==> src/pkg/perif_regs_pkg.sv <==
// Constants, types and field layout for the peripheral enable and status register block.
// Functional notes
// - Bit 1 write 1 enables SDRAM controller.
// - Bit 0 write 1 enables async memory port.
// - Enable bits sticky; only reset clears them.
// - Interface usable within 16 register clocks.
// - Pin-disabled interface cannot be enabled by software.
// - Async port enable resets 1 on 0100b boot.
// - No status fields for the two memories.
// - State fields 3 bits, four legal codes.
// - Report A: host, serial B, serial A fields.
// - Report A: two-wire, pin I/O, timer B fields.
// - Report A: timer A, MAC fields; rest reserved.
// - Report B: PCI state in bits 2:0.
// - Status registers are read-only.
package perif_regs_pkg;

  localparam logic [31:0] OFS_STATE_REPORT_A = 32'h02AC0014;
  localparam logic [31:0] OFS_STATE_REPORT_B = 32'h02AC0018;
  localparam logic [31:0] OFS_MEM_IF_ENABLE  = 32'h02AC002C;

  localparam int SDRAM_CTRL_ENABLE_BIT = 1;
  localparam int ASYNC_MEM_ENABLE_BIT  = 0;

  localparam logic [3:0] BOOT_ROM8_CODE = 4'h4;
  localparam logic [1:0] MEM_ENABLE_RESET = 2'h0;

  // Settle time of a memory interface after its enable is set, in register clocks.
  localparam int          MEM_SETTLE_CYCLES = 16;
  localparam logic [4:0]  MEM_SETTLE_LAST   = 5'(MEM_SETTLE_CYCLES - 1);

  localparam int HOST_PORT_LSB   = 27;
  localparam int SERIAL_B_LSB    = 24;
  localparam int SERIAL_A_LSB    = 21;
  localparam int TWO_WIRE_LSB    = 18;
  localparam int PIN_IO_LSB      = 15;
  localparam int TIMER_B_LSB     = 12;
  localparam int TIMER_A_LSB     = 9;
  localparam int ETH_MAC_LSB     = 6;
  localparam int PCI_PORT_LSB    = 0;

  localparam logic [2:0] STATE_RESET_VALUE = 3'h0;

  typedef enum logic [2:0] {
    ST_DISABLED    = 3'h0,
    ST_ENABLED     = 3'h1,
    ST_POWERDOWN   = 3'h3,
    ST_IN_PROGRESS = 3'h5
  } perif_state_e;

  // Live condition of one on-chip peripheral, as its power controller reports it.
  typedef struct packed {
    logic powered_down;
    logic enable_req;
    logic enable_done;
  } perif_cond_s;

  localparam int NUM_PERIF = 9;

  typedef struct packed {
    logic [31:0] adr;
    logic [31:0] dat;
    logic [3:0]  sel;
    logic        we;
    logic        cyc;
    logic        stb;
  } wb_req_s;

endpackage

==> src/hdl/perif_enable_status_regs.sv <==
// Wishbone register block for memory interface enables and peripheral state reports.
//
// Implementation choice: register access over Wishbone.
`timescale 1ns/1ps
module perif_enable_status_regs
  import perif_regs_pkg::*;
(
  input  wire logic                  clk_sys,
  input  wire logic                  reset,
  input  wire logic                  clk_en,
  input  wire wb_req_s               wb_req,
  input  wire logic [3:0]            boot_select_field,
  input  wire logic                  sdram_pin_allow,
  input  wire logic                  async_pin_allow,
  input  wire perif_cond_s [NUM_PERIF-1:0] perif_cond,
  output logic [31:0]                wb_dat_o,
  output logic                       wb_ack_o,
  output logic                       sdram_ctrl_enable,
  output logic                       async_mem_port_enable,
  output logic                       sdram_ctrl_ready,
  output logic                       async_mem_port_ready
);

  logic [1:0]  mem_en_r;
  logic [1:0]  mem_en_nxt;
  logic [1:0]  mem_rdy_r;
  logic [4:0]  settle_cnt_r [2];
  logic        boot_load_r;
  logic [2:0]  state_code_r [NUM_PERIF];
  logic [31:0] rdata;

  wire bus_req     = wb_req.cyc & wb_req.stb & ~wb_ack_o;
  wire hit_a       = wb_req.adr == OFS_STATE_REPORT_A;
  wire hit_b       = wb_req.adr == OFS_STATE_REPORT_B;
  wire hit_cfg     = wb_req.adr == OFS_MEM_IF_ENABLE;
  // Writes to the report registers are acknowledged and dropped.
  wire cfg_write   = bus_req & wb_req.we & hit_cfg & wb_req.sel[0];
  wire [1:0] allow = {sdram_pin_allow, async_pin_allow};
  wire [1:0] wr_set = {wb_req.dat[SDRAM_CTRL_ENABLE_BIT], wb_req.dat[ASYNC_MEM_ENABLE_BIT]};

  // Writing zero never clears a set bit; pins that disabled an interface block it.
  assign mem_en_nxt = mem_en_r | (cfg_write ? (wr_set & allow) : 2'h0);

  // Each state code is derived from the live condition of its peripheral.
  function automatic logic [2:0] state_code(input perif_cond_s c);
    logic [2:0] s;
    s = ST_DISABLED;
    if (c.powered_down) begin
      s = ST_POWERDOWN;
    end else if (c.enable_req && !c.enable_done) begin
      s = ST_IN_PROGRESS;
    end else if (c.enable_req) begin
      s = ST_ENABLED;
    end
    return s;
  endfunction

  wire [2:0] sc [NUM_PERIF];
  genvar g;
  generate
    for (g = 0; g < NUM_PERIF; g++) begin : g_state
      assign sc[g] = state_code_r[g];
    end
  endgenerate

  // Index order: 0 PCI, 1 MAC, 2 timer A, 3 timer B, 4 pin I/O, 5 two-wire,
  // 6 serial A, 7 serial B, 8 host port. Memory interfaces have no field.
  wire [31:0] report_a = {2'h0, sc[8], sc[7], sc[6],
                          sc[5], sc[4], sc[3],
                          sc[2], sc[1], 6'h00};
  wire [31:0] report_b = {29'h0, sc[0]};
  wire [31:0] cfg_rd   = {30'h0, mem_en_r};

  assign rdata = hit_a ? report_a : hit_b ? report_b : hit_cfg ? cfg_rd : 32'h0;

  always_ff @(posedge clk_sys) begin
    if (reset) begin
      wb_ack_o <= 1'b0;
      wb_dat_o <= 32'h0;
    end else if (clk_en) begin
      wb_ack_o <= bus_req;
      wb_dat_o <= bus_req ? rdata : 32'h0;
    end
  end

  // The boot strap is taken by a clocked load in the first enabled cycle after reset,
  // so the reset itself only loads constants.
  always_ff @(posedge clk_sys) begin
    if (reset) begin
      mem_en_r    <= MEM_ENABLE_RESET;
      boot_load_r <= 1'b1;
    end else if (clk_en) begin
      boot_load_r <= 1'b0;
      if (boot_load_r) begin
        mem_en_r <= mem_en_nxt | {1'b0, (boot_select_field == BOOT_ROM8_CODE)};
      end else begin
        mem_en_r <= mem_en_nxt;
      end
    end
  end

  always_ff @(posedge clk_sys) begin
    if (reset) begin
      for (int i = 0; i < NUM_PERIF; i++) begin
        state_code_r[i] <= STATE_RESET_VALUE;
      end
    end else if (clk_en) begin
      for (int i = 0; i < NUM_PERIF; i++) begin
        state_code_r[i] <= state_code(perif_cond[i]);
      end
    end
  end

  // Ready is seen on the port 16 clocks after the enable bit sets, counting the output
  // register, so the count stops one short of the settle constant.
  always_ff @(posedge clk_sys) begin
    if (reset) begin
      mem_rdy_r <= 2'h0;
      for (int i = 0; i < 2; i++) begin
        settle_cnt_r[i] <= 5'h00;
      end
    end else if (clk_en) begin
      for (int i = 0; i < 2; i++) begin
        if (mem_en_r[i] && !mem_rdy_r[i]) begin
          if (settle_cnt_r[i] == (MEM_SETTLE_LAST - 5'h01)) begin
            mem_rdy_r[i] <= 1'b1;
          end else begin
            settle_cnt_r[i] <= settle_cnt_r[i] + 5'h01;
          end
        end
      end
    end
  end

  always_ff @(posedge clk_sys) begin
    if (reset) begin
      sdram_ctrl_enable     <= 1'b0;
      async_mem_port_enable <= 1'b0;
      sdram_ctrl_ready      <= 1'b0;
      async_mem_port_ready  <= 1'b0;
    end else if (clk_en) begin
      sdram_ctrl_enable     <= mem_en_r[SDRAM_CTRL_ENABLE_BIT];
      async_mem_port_enable <= mem_en_r[ASYNC_MEM_ENABLE_BIT];
      sdram_ctrl_ready      <= mem_rdy_r[SDRAM_CTRL_ENABLE_BIT];
      async_mem_port_ready  <= mem_rdy_r[ASYNC_MEM_ENABLE_BIT];
    end
  end

endmodule

==> config.mk <==
export PLATFORM = sky130hd
export DESIGN_NAME = perif_enable_status_regs
export DESIGN_NICKNAME = d
export VERILOG_FILES = /design/src/pkg/perif_regs_pkg.sv /design/src/hdl/perif_enable_status_regs.sv
export SDC_FILE = /design/constraint.sdc
export NUM_CORES = 1
export LEC_CHECK = 0
export BUFFER_PORTS_ARGS = -buffer_cell sky130_fd_sc_hd__buf_2
export CORE_ASPECT_RATIO = 1.75
export CORE_MARGIN = 2
export CORE_UTILIZATION = 49
export DETAILED_ROUTE_END_ITERATION = 10
export HOLD_SLACK_MARGIN = 0.02
export PLACE_DENSITY = 0.83
export SETUP_SLACK_MARGIN = 0.5
export SYNTH_ARGS = -nofsm -noshare
export SYNTH_HDL_FRONTEND = slang
export SYNTH_SLANG_ARGS = --single-unit
==> constraint.sdc <==
create_clock -name clk_sys -period 5.4 [get_ports clk_sys]
set_input_delay 0.27 -clock clk_sys [delete_from_list [all_inputs] [get_ports clk_sys]]
set_output_delay 0.27 -clock clk_sys [all_outputs]
set_load 0.005 [all_outputs]
==> metrics.txt <==
Starting Density 0.5078; FP Rows 37; Synth top cells by count 37 x dfxtp_1, 37 x edfxtp_1, 34 x nor2_1; Die Wd 63.01 µm; Achievable Freq 0.4363 GHz; status completed; Primary FF master, synth edfxtp_1; Post-Synthesis Cells 240; die height 107.3 µm; Layout Nets 459; Synth Area in Simple Gates 0.1987; CTS Buf Count 9; Arr. time, crit path 2180 ps; first-pass GRT wire length 10050 µm; first-pass iteration count of the detailed router 4; Final Slew Violations 0; Hold Violations, Final 0; total die area 6758 µm²; Yosys top cell by area edfxtp_1; final setup fails 0; total placed instance area 3550 µm²; Final Critical Period 2292 ps; largest net degree at the start of global routing 29; Compound-Gate Fraction of Synth Area 0.1010; max cap viols 0; sequential-to-total area share from yosys stat 0.6203; worst-path maximum fanout 28; Wirelength per Cell 14.48 µm; #FFs+latches synth 74; RSZ-0062 raised after global routing false; n_diodes 0; Worst Max-Slew Pin Slew 1144 ps; Finished Layout Cells 431; leakage power 1.649 nW; starting DRC count in detailed routing 113; Vias 2244; core area 5879 µm²; Via-to-Cell Ratio 5.206; DRT Wirelength 6242 µm; number of enable flip-flop cells after synthesis 37; placed insts 415; DRC errors left 0; power per cell area 302.5 nW/µm²; global route hottest layer met2; post-synthesis mux area share 0.01006; synthesized area 2985 µm²; Post-CTS Setup Inserts 0; post-route setup TNS 0 ps; CTS tree done; xor/xnor share of the synthesized area 0.01760; clk slew on worst S/H paths 80 ps; Routed Antenna Nets 0; H-Tree Level Count 3; Worst Clk Skew 10.14 ps; Distinct cells, synth 44; largest family of logic cells by synthesized area simple AND/OR/NAND/NOR gates; Required @ worst endpoint 5290 ps; Async SR Flop Fraction 0; Area Overhead vs Synth 26.24%; CTS Sinks 74; hold crit path type in2reg; Final Hold Slack 186.7 ps; RD Place Congestion 0.8353; Clock Latency Late Sink 350 ps; initial antenna violation count 0; Syn. warnings 0; Area contributors post-synth edfxtp_1 37%, dfxtp_1 25%, a22o_1 7.0%, nor2_1 4.3%, nor4b_1 2.9%; io pins 144; Global Route Usage Sum 0.1956; Root Driver clkbuf_8; Clock Path Buffers 2; Crit. End Element register; share of post-route cells with drive strength above 1 0.3739; pre-CTS WS 2718 ps; final worst setup slack 3108 ps; post-DP HPWL 4558 µm; grt met2 use 0.3207; vias in the first global route 2212; top cell type's share of synthesized area 0.3722; I/O Buffers 105; Tcrit/Tclk final 0.4244; CP Launch Type input pin; peak supply drop 165.8 µV; GRT met1 Usage 0.2290; relative slew slack 0.2368; post_cts resized 0; hold buffer count at cts 0; average cell area after synthesis 12.44 µm²; met3 Use GR 0.05753; total grt overflow 0; critical path type in2reg; fin area 3769 µm²; Adder-Cell Fraction of Synth Area 0.01676
[area by class of cell]
| type | instances | area [µm²] |
|---|---|---|
| fill | 483 | 2111 |
| sequential | 74 | 1852 |
| multi-input combinational | 152 | 1049 |
| timing repair buffer | 106 | 533.0 |
| clock buffer | 10 | 148.9 |
| tap | 78 | 97.59 |
| clock inverter | 6 | 70.07 |
| inverter | 5 | 18.77 |
[power by group]
group	leakage, nW	internal (mW)	total, mW	switching [mW]
logic	0.856	0.0311	0.0673	0.0362
registers	0.692	0.610	0.617	0.00728
clock network	0.101	0.244	0.456	0.211
[cell families after synthesis]
kind of cell | after synthesis
compound gates | 38
xor+xnor | 6
fa+ha+maj | 4
buf+inv | 18
flops | 74
mux | 3
other cells | 1
simple gates | 96
[worst paths after layout]
kind                                    start                                end  slack, ps  cells after the start
max                                    clk_en   state_code_r[0][5]$_SDFFCE_PP0P_       3110                      3
min                             perif_cond[9]  state_code_r[0][11]$_SDFFCE_PP0P_        190                      2
max reg2reg  settle_cnt_r[0][5]$_SDFFCE_PN0P_   settle_cnt_r[0][8]$_SDFFCE_PN0P_       3460                      6
min reg2reg  state_code_r[0][7]$_SDFFCE_PN0P_          wb_dat_o[10]$_SDFFE_PP0P_        450                      1
[stage by stage]
| step | util | power [mW] |
|---|---|---|
| 2_1_floorplan | - | 0.6595 |
| 3_3_place_gp | 0.6037 | 0.6953 |
| 3_5_place_dp | 0.6037 | 0.6978 |
| 4_1_cts | 0.6410 | 1.148 |
| 5_1_grt | 0.6410 | 1.179 |
| 6_report | 0.6410 | 1.140 |
[state kept, by name, summed over array words and instances (netlist names), 2 cells and up]
register / flops
wb_dat_o: 27
mem_rdy_r: 2
state_code_r: 27
mem_en_r: 2
settle_cnt_r: 10
[per-layer routing]
metal / routed length, µm / vias up
met2: 3178 / 76
met4: 121 / 0
met5: 0 / -
met1: 2554 / 1061
li1: - / 1099
met3: 388 / 8
[cell usage in the layout, fill, tap and decap left out, types with 3 or more instances in the layout]
master / instances
a22o_1: 24
a31oi_1: 3
and2_1: 9
buf_2: 105
clkbuf_8: 9
clkinvlp_4: 3
conb_1: 5
dfxtp_1: 37
edfxtp_1: 37
ha_1: 4
inv_1: 5
mux2i_1: 3
nand2_1: 7
nand3_1: 7
nand4_1: 4
nor2_1: 33
nor4b_1: 10
o21ai_0: 3
xor2_1: 4
[critical path, stage by stage]
cell	delay, ps
buf_2	180
nor2_2	900
inv_1	820
Power figures use the tool's default switching activity.
